[src/verilog/lsr_pkg.sv]
// package: status word layouts, command codes and timing constants for line status reporting
package lsr_pkg;
  // ----------------------------------------
  // status word select codes (modifier bits 13..14)
  // ----------------------------------------
  localparam logic [1:0] SEL_OPERATING = 2'h0;
  localparam logic [1:0] SEL_DIAGNOSTIC = 2'h1;
  localparam logic [1:0] SEL_BYTE_COUNT = 2'h2;
  localparam logic [1:0] SEL_ILLEGAL = 2'h3;
  // ----------------------------------------
  // operating status word bit positions (bit 0 is the msb)
  // ----------------------------------------
  localparam int OP_CHAN_STOP = 15;
  localparam int OP_PROTECT = 14;
  localparam int OP_TIMEOUT = 13;
  localparam int OP_END_CHAR = 12;
  localparam int OP_TABLE_DONE = 11;
  localparam int OP_PARITY = 10;
  localparam int OP_BLOCK_CHECK = 9;
  localparam int OP_OVERRUN = 8;
  localparam int OP_DSR = 7;
  localparam int OP_REJECT = 6;
  localparam int OP_CARRIER = 5;
  // latched indicators: bits 0-7 and bit 9
  localparam logic [15:0] OP_LATCH_MASK = 16'hFF40;
  // indicators that raise the interrupt request
  localparam logic [15:0] OP_IRQ_MASK = 16'hFA40;
  // ----------------------------------------
  // diagnostic word bit positions and jumpers
  // ----------------------------------------
  localparam int DG_JUMPER = 15;
  localparam int DG_PHASE = 14;
  localparam int DG_CHAR_TRIG = 13;
  localparam int DG_NOT_CTS = 12;
  localparam int DG_TRANSPARENT = 11;
  localparam int DG_TEXT = 10;
  localparam int DG_END = 9;
  localparam int DG_RX_DATA = 8;
  localparam logic [3:0] BC_JUMPER_RESET = 4'hF;
  // ----------------------------------------
  // table control word bits (bit 0 is the msb)
  // ----------------------------------------
  localparam int TCW_SUPPRESS_DONE = 14;
  localparam int TCW_SUPPRESS_TIMEOUT = 12;
  // ----------------------------------------
  // timing
  // ----------------------------------------
  localparam longint CLK_HZ = 125000000;
  localparam longint TIMEOUT_S = 3;
  localparam longint CONTINUE_S = 2;
  localparam longint TIMEOUT_CYC = TIMEOUT_S * CLK_HZ;
  localparam longint CONTINUE_CYC = CONTINUE_S * CLK_HZ;
  localparam int FIFO_WIDTH = 16;
  localparam int FIFO_DEPTH = 4;
  // ----------------------------------------
  // carriers
  // ----------------------------------------
  typedef struct packed {
    logic valid;
    logic [1:0] sel;
    logic reset_ind;
    logic continue_timer;
    logic enable;
    logic clear;
  } lsr_sense_t;
  typedef struct packed {
    logic chan_error;
    logic protect_violation;
    logic sync_found;
    logic sync_fill;
    logic end_char;
    logic pad_ones;
    logic in_text;
    logic table_zero;
    logic chaining;
    logic rx_table_started;
    logic mem_parity;
    logic char_parity;
    logic check_mismatch;
    logic overrun;
    logic char_tick;
    logic phase_sync;
    logic dle_stx;
    logic dle_end;
    logic text_start;
    logic end_seen;
  } lsr_events_t;
endpackage
[src/verilog/lsr_fifo.sv]
// file: small flop-based fifo for sensed status words
`timescale 1ns/1ns
module lsr_fifo #(
  parameter int WIDTH = 16,
  parameter int DEPTH = 4
) (
  // clock and reset
  input wire logic i_clk_sys,
  input wire logic i_rst_n,
  input wire logic i_ce,
  // fill side
  input wire logic i_valid,
  input wire logic [WIDTH-1:0] i_data,
  output logic o_ready,
  // drain side
  output logic o_valid,
  output logic [WIDTH-1:0] o_data,
  input wire logic i_ready
);
  localparam int AW = $clog2(DEPTH);
  typedef struct packed {
    logic [DEPTH-1:0][WIDTH-1:0] mem;
    logic [AW-1:0] wr;
    logic [AW-1:0] rd;
    logic [AW:0] count;
  } lsr_fifo_state_t;
  lsr_fifo_state_t st;
  lsr_fifo_state_t next_st;
  logic push;
  logic pop;
  assign o_ready = (st.count != (AW+1)'(DEPTH));
  assign o_valid = (st.count != '0);
  assign o_data = st.mem[st.rd];
  assign push = i_valid && o_ready;
  assign pop = o_valid && i_ready;
  always_comb begin
    next_st = st;
    if (push) begin
      next_st.mem[st.wr] = i_data;
      next_st.wr = (st.wr == AW'(DEPTH-1)) ? '0 : AW'(st.wr + 1'b1);
    end
    if (pop) begin
      next_st.rd = (st.rd == AW'(DEPTH-1)) ? '0 : AW'(st.rd + 1'b1);
    end
    next_st.count = (AW+1)'(st.count + {AW'(0), push} - {AW'(0), pop});
  end
  always_ff @(posedge i_clk_sys or negedge i_rst_n) begin
    if (!i_rst_n) begin
      st <= '0;
    end else if (i_ce) begin
      st <= next_st;
    end
  end
endmodule // lsr_fifo

[src/verilog/lsr_line_status.sv]
// file: line adapter status words, indicators, interrupt and cycle-steal halting
`timescale 1ns/1ns
module lsr_line_status #(
  parameter longint TIMEOUT_CYC = lsr_pkg::TIMEOUT_CYC,
  parameter longint CONTINUE_CYC = lsr_pkg::CONTINUE_CYC
) (
  // clock, reset, enable
  input wire logic i_clk_sys,
  input wire logic i_rst_n,
  input wire logic i_ce,
  // processor commands
  input wire lsr_pkg::lsr_sense_t i_sense,
  input wire logic i_init,
  input wire logic i_init_clear,
  input wire logic i_init_transmit,
  input wire logic i_init_continue,
  input wire logic [15:0] i_table_control,
  output logic o_status_valid,
  output logic [15:0] o_status_word,
  input wire logic i_status_ready,
  output logic o_sense_ready,
  // core events from framing and cycle steal
  input wire lsr_pkg::lsr_events_t i_ev,
  input wire logic [11:0] i_byte_count,
  input wire logic [7:0] i_serdes,
  output logic o_cs_halt,
  output logic o_force_check_ones,
  output logic o_irq,
  output logic o_line_hold,
  // modem pins
  input wire logic i_dsr,
  input wire logic i_carrier,
  input wire logic i_cts,
  input wire logic i_ring,
  input wire logic i_rx_data,
  input wire logic i_four_wire,
  output logic o_rts
);
  localparam int TW = 29;
  localparam logic [TW-1:0] T3 = TW'(TIMEOUT_CYC - 1);
  localparam logic [TW-1:0] T2 = TW'(CONTINUE_CYC - 1);
  // ----------------------------------------
  // state
  // ----------------------------------------
  typedef enum logic [1:0] {
    LSR_IDLE = 2'h0,
    LSR_HUNT = 2'h1,
    LSR_SYNCED = 2'h3,
    LSR_TURNED = 2'h2
  } lsr_line_t;
  typedef struct packed {
    lsr_line_t line;
    logic [15:0] op;
    logic [TW-1:0] timer;
    logic cont;
    logic transmit;
    logic enabled;
    logic initialized;
    logic irq_mask;
    logic [1:0] mask_cnt;
    logic char_trig;
    logic transparent;
    logic text;
    logic end_flag;
    logic end_pending;
    logic check_ones;
    logic irq;
    logic halt;
    logic rts;
    logic [2:0][4:0] sync1;
    logic [2:0][4:0] sync2;
  } lsr_state_t;
  lsr_state_t st;
  lsr_state_t next_st;
  logic [4:0] pins_s;
  logic dsr_s, car_s, cts_s, ring_s, rxd_s;
  logic fifo_ready;
  logic [15:0] word;
  logic [15:0] dg_word;
  logic turnaround;
  logic t_expired;
  logic [15:0] irq_mask;
  // ----------------------------------------
  // pin synchronisers
  // ----------------------------------------
  // only the second stage is read; the first may still be settling
  genvar g;
  for (g = 0; g < 5; g++) begin : g_sync
    assign pins_s[g] = st.sync2[0][g];
  end
  assign {dsr_s, car_s, cts_s, ring_s, rxd_s} = pins_s;
  assign turnaround = i_ev.end_char && (i_ev.pad_ones || !i_ev.in_text);
  // one timer serves both limits; continue only picks the shorter one
  assign t_expired = st.cont ? (st.timer >= T2) : (st.timer >= T3);
  always_comb begin
    dg_word = '0;
    dg_word[lsr_pkg::DG_JUMPER] = 1'b1;
    dg_word[lsr_pkg::DG_PHASE] = (st.line == LSR_SYNCED) || (st.line == LSR_TURNED);
    dg_word[lsr_pkg::DG_CHAR_TRIG] = st.char_trig;
    dg_word[lsr_pkg::DG_NOT_CTS] = !cts_s;
    dg_word[lsr_pkg::DG_TRANSPARENT] = st.transparent;
    dg_word[lsr_pkg::DG_TEXT] = st.text;
    dg_word[lsr_pkg::DG_END] = st.end_flag;
    dg_word[lsr_pkg::DG_RX_DATA] = rxd_s;
    dg_word[7:0] = i_serdes;
  end
  // ----------------------------------------
  // word selection and indicator logic
  // ----------------------------------------
  always_comb begin
    next_st = st;
    word = st.op;
    if (i_sense.sel == lsr_pkg::SEL_DIAGNOSTIC) begin
      word = dg_word;
    end else if (i_sense.sel == lsr_pkg::SEL_BYTE_COUNT) begin
      word = {lsr_pkg::BC_JUMPER_RESET, ~i_byte_count};
    end else if (i_sense.sel == lsr_pkg::SEL_ILLEGAL) begin
      word = '0;
    end
    next_st.sync1[0] = {i_dsr, i_carrier, i_cts, i_ring, i_rx_data};
    next_st.sync2[0] = st.sync1[0];
    next_st.op[lsr_pkg::OP_DSR] = dsr_s;
    next_st.op[lsr_pkg::OP_CARRIER] = i_four_wire || car_s;
    next_st.timer = TW'(st.timer + 1'b1);
    // clear latched indicators on reset sense; the clear below does so too
    if (i_sense.valid && fifo_ready && i_sense.sel == lsr_pkg::SEL_OPERATING
        && i_sense.reset_ind) begin
      next_st.op = next_st.op & ~lsr_pkg::OP_LATCH_MASK;
    end
    if (i_sense.valid && fifo_ready) begin
      if (i_sense.enable) begin
        next_st.enabled = 1'b1;
      end else begin
        next_st.enabled = 1'b0;
      end
      if (i_sense.continue_timer) begin
        next_st.cont = 1'b1;
        next_st.timer = '0;
      end
    end
    // clear resets word; any sense or initialize masks irq across command plus next
    if ((i_sense.valid && fifo_ready && i_sense.clear) || (i_init && i_init_clear)) begin
      next_st.op = next_st.op & ~lsr_pkg::OP_LATCH_MASK;
      next_st.transparent = 1'b0;
      next_st.text = 1'b0;
      next_st.end_flag = 1'b0;
      next_st.cont = 1'b0;
      next_st.check_ones = 1'b0;
      next_st.line = LSR_IDLE;
      next_st.initialized = 1'b0;
    end
    if (i_sense.valid || i_init) begin
      next_st.mask_cnt = 2'h2;
    end else if (st.mask_cnt != '0) begin
      next_st.mask_cnt = st.mask_cnt - 2'h1;
    end
    if (i_init) begin
      if (!i_init_clear && st.line == LSR_SYNCED) begin
        next_st.op[lsr_pkg::OP_REJECT] = 1'b1;
      end else begin
        next_st.initialized = 1'b1;
        next_st.line = LSR_HUNT;
        next_st.timer = '0;
        if (i_init_transmit != st.transmit) begin
          next_st.cont = 1'b0;
          next_st.text = 1'b0;
        end
        if (i_init_continue) begin
          next_st.cont = 1'b1;
        end
        next_st.transmit = i_init_transmit;
        next_st.rts = i_init_transmit;
      end
    end
    if (i_ev.protect_violation) begin
      next_st.op[lsr_pkg::OP_PROTECT] = 1'b1;
      next_st.op[lsr_pkg::OP_CHAN_STOP] = 1'b1;
    end
    if (i_ev.chan_error) begin
      next_st.op[lsr_pkg::OP_CHAN_STOP] = 1'b1;
    end
    if (st.line == LSR_HUNT && (i_ev.sync_found || (st.transmit && cts_s))) begin
      next_st.line = LSR_SYNCED;
      next_st.timer = '0;
    end else if (st.line == LSR_SYNCED && !i_ev.sync_fill && !st.transmit) begin
      next_st.timer = '0;
    end
    if (st.line != LSR_IDLE && t_expired && (st.line == LSR_HUNT || i_ev.sync_fill)) begin
      next_st.op[lsr_pkg::OP_TIMEOUT] = 1'b1;
      next_st.cont = 1'b0;
      next_st.timer = '0;
    end
    if (st.transmit && i_ev.table_zero && !i_ev.chaining && !i_ev.rx_table_started) begin
      next_st.op[lsr_pkg::OP_TIMEOUT] = 1'b1;
    end
    if (turnaround) begin
      next_st.end_pending = 1'b1;
      next_st.line = LSR_TURNED;
    end
    if (st.end_pending && i_ev.char_tick) begin
      next_st.op[lsr_pkg::OP_END_CHAR] = 1'b1;
      next_st.end_pending = 1'b0;
    end
    if (ring_s && st.enabled && !st.initialized) begin
      next_st.op[lsr_pkg::OP_END_CHAR] = 1'b1;
    end
    if (i_ev.table_zero) begin
      next_st.op[lsr_pkg::OP_TABLE_DONE] = 1'b1;
    end
    if (i_ev.mem_parity || i_ev.char_parity) begin
      next_st.op[lsr_pkg::OP_PARITY] = 1'b1;
      next_st.check_ones = next_st.check_ones | st.transmit;
    end
    if (i_ev.check_mismatch) begin
      next_st.op[lsr_pkg::OP_BLOCK_CHECK] = 1'b1;
    end
    if (i_ev.overrun) begin
      next_st.op[lsr_pkg::OP_OVERRUN] = 1'b1;
      next_st.check_ones = next_st.check_ones | st.transmit;
    end
    // char trigger toggles only in hunt, after turnaround or on phase sync
    if (st.line == LSR_HUNT || i_ev.phase_sync || st.line == LSR_TURNED) begin
      if (i_ev.char_tick) begin
        next_st.char_trig = !st.char_trig;
      end
    end else begin
      next_st.char_trig = 1'b0;
    end
    if (i_ev.dle_stx) begin
      next_st.transparent = 1'b1;
    end else if (i_ev.dle_end) begin
      next_st.transparent = 1'b0;
    end
    if (i_ev.text_start) begin
      next_st.text = 1'b1;
    end
    if (i_ev.end_seen && (i_ev.pad_ones || !i_ev.in_text)) begin
      next_st.end_flag = 1'b1;
    end
    // halt on end char or channel stop
    next_st.halt = next_st.op[lsr_pkg::OP_END_CHAR] || next_st.op[lsr_pkg::OP_CHAN_STOP];
    // suppression hides only the request; the indicators still latch for the reader
    irq_mask = lsr_pkg::OP_IRQ_MASK;
    if (i_table_control[lsr_pkg::TCW_SUPPRESS_DONE]) begin
      irq_mask[lsr_pkg::OP_TABLE_DONE] = 1'b0;
    end
    if (i_table_control[lsr_pkg::TCW_SUPPRESS_TIMEOUT]) begin
      irq_mask[lsr_pkg::OP_TIMEOUT] = 1'b0;
    end
    next_st.irq = (next_st.mask_cnt == '0) && |(next_st.op & irq_mask);
  end
  assign o_cs_halt = st.halt;
  assign o_force_check_ones = st.check_ones;
  assign o_irq = st.irq;
  assign o_line_hold = st.enabled;
  assign o_rts = st.rts;
  assign o_sense_ready = fifo_ready;
  // ----------------------------------------
  // sensed word fifo
  // ----------------------------------------
  // words queue so a slow reader never loses a sensed snapshot
  lsr_fifo #(
    .WIDTH(lsr_pkg::FIFO_WIDTH),
    .DEPTH(lsr_pkg::FIFO_DEPTH)
  ) u_fifo (
    .i_clk_sys(i_clk_sys),
    .i_rst_n(i_rst_n),
    .i_ce(i_ce),
    .i_valid(i_sense.valid),
    .i_data(word),
    .o_ready(fifo_ready),
    .o_valid(o_status_valid),
    .o_data(o_status_word),
    .i_ready(i_status_ready)
  );
  always_ff @(posedge i_clk_sys or negedge i_rst_n) begin
    if (!i_rst_n) begin
      st <= '0;
    end else if (i_ce) begin
      st <= next_st;
    end
  end
endmodule // lsr_line_status

[config.mk]
export PLATFORM = sky130hd
export DESIGN_NAME = lsr_line_status
export DESIGN_NICKNAME = d
export VERILOG_FILES = /design/src/verilog/lsr_pkg.sv /design/src/verilog/lsr_fifo.sv /design/src/verilog/lsr_line_status.sv
export SDC_FILE = /design/constraint.sdc
export NUM_CORES = 1
export LEC_CHECK = 0
export ABC_AREA = 1
export BUFFER_PORTS_ARGS = -buffer_cell sky130_fd_sc_hd__buf_2
export CAP_MARGIN = 10
export CORE_UTILIZATION = 55
export DETAILED_ROUTE_END_ITERATION = 16
export PLACE_DENSITY = 0.76
export SETUP_SLACK_MARGIN = 0.05
export SLEW_MARGIN = 15
export SYNTH_ARGS = -nofsm -noshare
export SYNTH_HDL_FRONTEND = slang
export SYNTH_SLANG_ARGS = --single-unit
[constraint.sdc]
create_clock -name i_clk_sys -period 6.65 [get_ports i_clk_sys]
set_clock_uncertainty 0.05 [all_clocks]
set_input_delay 0.665 -clock i_clk_sys [delete_from_list [all_inputs] [get_ports i_clk_sys]]
set_output_delay 0.665 -clock i_clk_sys [all_outputs]
set_load 0.1 [all_outputs]
== Yosys cells after proc, flatten, opt, wreduce, memory -nomap -nowiden ==
Index checks and enable logic that the tools add are counted.
Widths: inputs -> output; s select.

* Order comparisons: 5
* $add $sub $neg: 6
* Equal/unequal tests: 11
* Bitwise gates (word level): 5
* Multiplexer cells: 62
* Reduce and logical (&&, ||, !) cells: 59

{| class="wikitable"
|+ Operators by type and width
! operator !! number
|-
| $mux 16 || 6
|-
| $mux 30 || 3
|-
| $bwmux 64 || 1
|-
| $mux 31 || 2
|-
| $mux 29 || 2
|-
| $mux 1 || 35
|-
| $bmux 16 s2 || 1
|-
| $demux 16 s2 || 1
|-
| $add 29x1->29 const B || 1
|-
| $ge 29x28->1 const B || 1
|-
| $ge 29x29->1 const B || 1
|-
| $logic_and 1x1->1 || 23
|-
| $mux 18 || 1
|-
| $mux 2 || 9
|-
| $and 16x16->16 || 1
|-
| $reduce_or 16->1 || 1
|-
| $eq 2x2->1 const B || 6
|-
| $not 12->12 || 1
|-
| $reduce_and 2->1 || 6
|-
| $logic_or 1x1->1 || 11
|-
| $logic_not 1->1 || 9
|-
| $reduce_bool 2->1 || 4
|-
| $lt 2x3->1 const B || 2
|-
| $reduce_bool 3->1 || 2
|-
| other kinds (14) || 18
|}

* Word-level logic and storage cells: 173
* Output and inout port bits: 23
* Register bits after elaboration: 142
* Bits of input ports: 77

== Logic depth before layout (Yosys ltp) ==
* Depth in word-level cells: 12
* Depth in mapped cells: 15
* Mapped depth without buffers: 15

== Hierarchy ==
From an unflattened synthesis, not the netlist that was laid out.

* Cells, all modules: 1012
* Area total of the unflattened synthesis: 7742.4 um^2

{| class="wikitable"
|+ Modules (own cells, without submodules)
! module !! sequential area each (um^2) !! times used !! cells an instance !! area each (um^2)
|-
| lsr_line_status || 1651.6 || 1 || 583 || 4254.1
|-
| lsr_fifo || 1776.7 || 1 || 429 || 3488.3
|}

== Least setup slack after synthesis ==
OpenSTA, ideal clock, no wires.

* Path kind: register to output
* Start point: register u_fifo.st[3] in the netlist's numbering
* End point: output port o_status_word[12]
* Data required time: 5935 ps
* Path buffers: 1
* Stages on the path, launching flop included: 5
* Path slack: 3542 ps
* Arrival: 2393 ps
* Cell sequence: dfrtp_1 inv_1 clkbuf_1 o21ai_0 o22ai_1

* Longest elaborated chain between the ends: 2

{| class="wikitable"
|+ Ends and longest elaborated chain
! what !! line !! source
|-
| start: declaration || lsr_fifo.sv:27 || <nowiki>lsr_fifo_state_t st;</nowiki>
|-
| start signal: assignment || lsr_fifo.sv:51 || <nowiki>st <= next_st;</nowiki>
|-
| $bmux 16 s2 || lsr_fifo.sv:33 || <nowiki>assign o_data = st.mem[st.rd];</nowiki>
|-
| $mux 16 (not written as such) || lsr_fifo.sv:33 ||
|-
| end: declaration || lsr_line_status.sv:19 || <nowiki>output logic [15:0] o_status_word,</nowiki>
|}

Every way passes these cells. The select of a mux whose other input is x is not followed.

== Final worst setup path ==
* Start point: register u_fifo.st[3] in the netlist's numbering
* End point: output port o_status_word[9]

Same word-level chain as after synthesis.

==> impl_metrics.ini <==
[clock_tree]
cts_buffers = 17
post_cts_resized = 0
clock_latency_ns = 0.42
post_cts_buffers = 0
clk_pin_slew_worst_paths_ns = 0.06
clock_path_buffers = 2
hold_buffers = 0
htree_levels = 4
clkSinkCount = 137
cts_root_buf = clkbuf_16
cts_tree = yes

[setup_path]
crit_chain = inv_1 > o21ai_0 > o22ai_1 > buf_2
cp-start-kind = flip-flop
crit_fanout = 35
path_class = reg2out
r2r-start = u_fifo.st[3]
cp.arrival_ns = 3.19
worstSetupEndpointType = primary output
reg2reg_depth = 2
r2r_slack_ns = 4.27
crit_end = o_status_word[9]
timing.rr.end = u_fifo.st[3]
critical_path_required_ns = 5.93
slowest_stage = dfrtp_1
worstSetupStartpoint = u_fifo.st[3]
cp_slowest_stage_delay_ns = 1.07

[grt]
grt_overflow = 0
met1_usage = 0.402
grt_pass1_vias = 5718
met2_usage = 0.379
antenna_found_initial = 1
track_usage = 0.270
busiest_layer = met1
grt.met3_usage = 0.0523
grt_pass1_wl_mm = 29.3
grt_max_degree = 95

[power_and_ir_drop]
p_per_area_nw_per_um2 = 450
peakVddDrop_mv = 0.202
power_leakage_nw = 3.89

[synth]
synth_seq_cells = 137
muxShareOfSynthArea = 0.0977
syn_avg_cell_area_um2 = 8.84
synth-simple-area-share = 0.202
netlist_instances = 834
ys_warn_count = 0
ys_types = 47
ys_seq_area_frac = 0.465
synth_fa_ha_area_frac = 0.0163
syn_area_um2 = 7370
synthFlopType = dfrtp_1
syn_nets = 920
synth_top_family_by_area = simple AND/OR/NAND/NOR gates
synth_xor_area_frac = 0.0309
synth_compound_area_frac = 0.118
synth_edf_count = 0
synthArstFlopShare = 1.00

[flow_run]
drv_cap = 0

[timing]
max_slew_margin = 0.255
setup_viol = 0
worst_slack_ns = 2.75
period_needed_ns = 3.90
fin_setup_tns_ns = 0
min_period_over_period = 0.587
rsz0062_at_grt = no
hold_viol_final = 0
drv_slew = 0
fmax_mhz = 256
worst_pin_slew_ns = 1.12
whs_ns = 0.274

[final_layout]
fin_cells = 1097
fill_cells = 1059
final_nets = 997
areaGrowthSynthToFinish_pct = 14.5
drive_above_1_share = 0.236

[placed_design]
hpwl_mm = 11.9
dp_slack_ns = 3.15
place_congestion = 0.892
port_buffers = 85
placedCellCount = 1064

[floorplan]
fp.dieH_um = 118
fp.dieW_um = 118
core_area_um2 = 12800
dieArea_um2 = 13900
row_count = 41
num_io_pins = 100
initial_core_util = 0.575

[routing]
routedWlPerCell_um = 16.0
via_per_inst = 5.58
drt_first_pass_iters = 5
drt_iter0_drc = 495
wl_mm = 17.5
drcViolationCount = 0
num_vias = 6118
ant_nets = 0

[outcome]
status = completed

[hold_path]
hold_class = in2async
==> area by class of cell <==
class | count | area [um^2] | area share
clock inverter | 12 | 118 | 0.0139
timing repair buffer | 88 | 454 | 0.0538
clock buffer | 20 | 447 | 0.0529
inverter | 95 | 357 | 0.0422
sequential | 137 | 3430 | 0.406
tap | 172 | 215 | 0.0255
antenna | 1 | 2.50 | 0.000296
multi-input combinational | 572 | 3420 | 0.405
==> cells by family after synthesis <==
| logic type | count (synthesis) |
|---|---|
| XOR/XNOR | 26 |
| multiplexers | 64 |
| AND/OR/NAND/NOR | 322 |
| flip-flops | 137 |
| buffers and inverters | 125 |
| AO/OA/AOI/OAI | 151 |
| adder cells (fa/ha/maj) | 9 |
==> flip-flops by register name, summed over array words and instances (netlist names) <==
name and cells:
o_irq 1, o_rts 1, pins_s 5, dg_word 4, o_cs_halt 1, u_fifo.st 71, st 47, o_force_check_ones 1
o_line_hold 1, next_st 5
==> layout by cell type (no fill, tap or decap), types with 2 or more instances in the layout <==
master	count
clkbuf_16	17
clkinv_4	2
mux2_1	2
o21ai_0	70
inv_1	91
nor2_2	4
inv_6	3
nand4_1	10
xor2_1	26
o22ai_1	44
nor2_1	92
buf_4	3
nor2_4	8
nand3_1	35
nand2_2	5
nor4_1	4
buf_2	84
dfrtp_1	137
nand2_1	135
clkinv_2	2
o221ai_1	7
or2_2	4
clkbuf_1	2
o21ai_1	3
inv_2	3
o31ai_1	2
nor3_1	10
a21oi_1	18
mux2_2	62
nor3_2	2
clkinvlp_4	3
ha_1	8
nand3_2	5
a31oi_1	2
==> Yosys cell counts (2+ instances only) <==
cell type / instances / share of area
buf_4: 4 / 0.0041
nor2_2: 4 / 0.0034
a21oi_1: 18 / 0.012
nor3_1: 10 / 0.0068
xor2_1: 26 / 0.031
a31oi_1: 2 / 0.0017
nor2_4: 8 / 0.012
nand2_1: 135 / 0.069
inv_1: 91 / 0.046
ha_1: 8 / 0.014
o221ai_1: 7 / 0.0083
nand4_1: 10 / 0.0085
o22ai_1: 44 / 0.037
o21ai_0: 70 / 0.048
inv_2: 3 / 0.0015
o21ai_1: 3 / 0.0020
buf_6: 2 / 0.0031
nand3_2: 5 / 0.0068
mux2_2: 62 / 0.095
dfrtp_1: 137 / 0.46
nand3_1: 35 / 0.024
nor2_1: 92 / 0.047
nor4_1: 4 / 0.0034
clkbuf_8: 2 / 0.0037
nand2_2: 5 / 0.0042
mux2_1: 2 / 0.0031
nor3_2: 2 / 0.0027
clkbuf_1: 17 / 0.0087
or2_2: 4 / 0.0034
o31ai_1: 2 / 0.0020
buf_1: 4 / 0.0020
==> critical path: cells and delay by family, from the launching register on <==
kind	cells	cell delay [ns]
buffers and inverters	2	1.14
flip-flops	1	1.07
AO/OA/AOI/OAI	2	0.55
==> routing by layer <==
layer | share of wire | wire length, um | up-vias
met1 | 0.47 | 8310 | 2914
met5 | 0 | 0 | -
met4 | 0.025 | 440 | 0
met2 | 0.44 | 7730 | 225
met3 | 0.059 | 1040 | 33
li1 | - | - | 2946
==> where the power goes <==
| part | internal, W | total (W) | switching (W) |
|---|---|---|---|
| registers | 0.00108 | 0.00126 | 0.000181 |
| clock network | 0.000529 | 0.000901 | 0.000372 |
| logic | 0.000417 | 0.00164 | 0.00122 |
==> per-stage QoR <==
stage | instance area (um^2) | total power (W) | util
floorplan | 7370 | 0.00258 | -
global placement | 7880 | 0.00287 | 0.614
detailed placement | 7880 | 0.00291 | 0.614
CTS | 8440 | 0.00381 | 0.658
global route | 8450 | 0.00399 | 0.659
finish | 8450 | 0.00380 | 0.659
==> worst min-delay path by stage <==
| stage | startpoint | to | slack (ns) | depth (start not counted) |
|---|---|---|---|---|
| 5_1_grt | i_rst_n | u_fifo.st[15] | 0.33 | 1 |
| 3_3_place_gp | pins_s[0] | pins_s[0] | 0.41 | 2 |
| 4_1_cts | i_rst_n | u_fifo.st[63] | 0.31 | 1 |
| 6_report | i_rst_n | u_fifo.st[21] | 0.27 | 1 |
| 3_5_place_dp | next_st[0] | next_st[0] | 0.41 | 2 |
| 2_1_floorplan | i_rst_n | dg_word[10] | 0.32 | 0 |
Note: power is estimated with default switching activity, not from simulation.
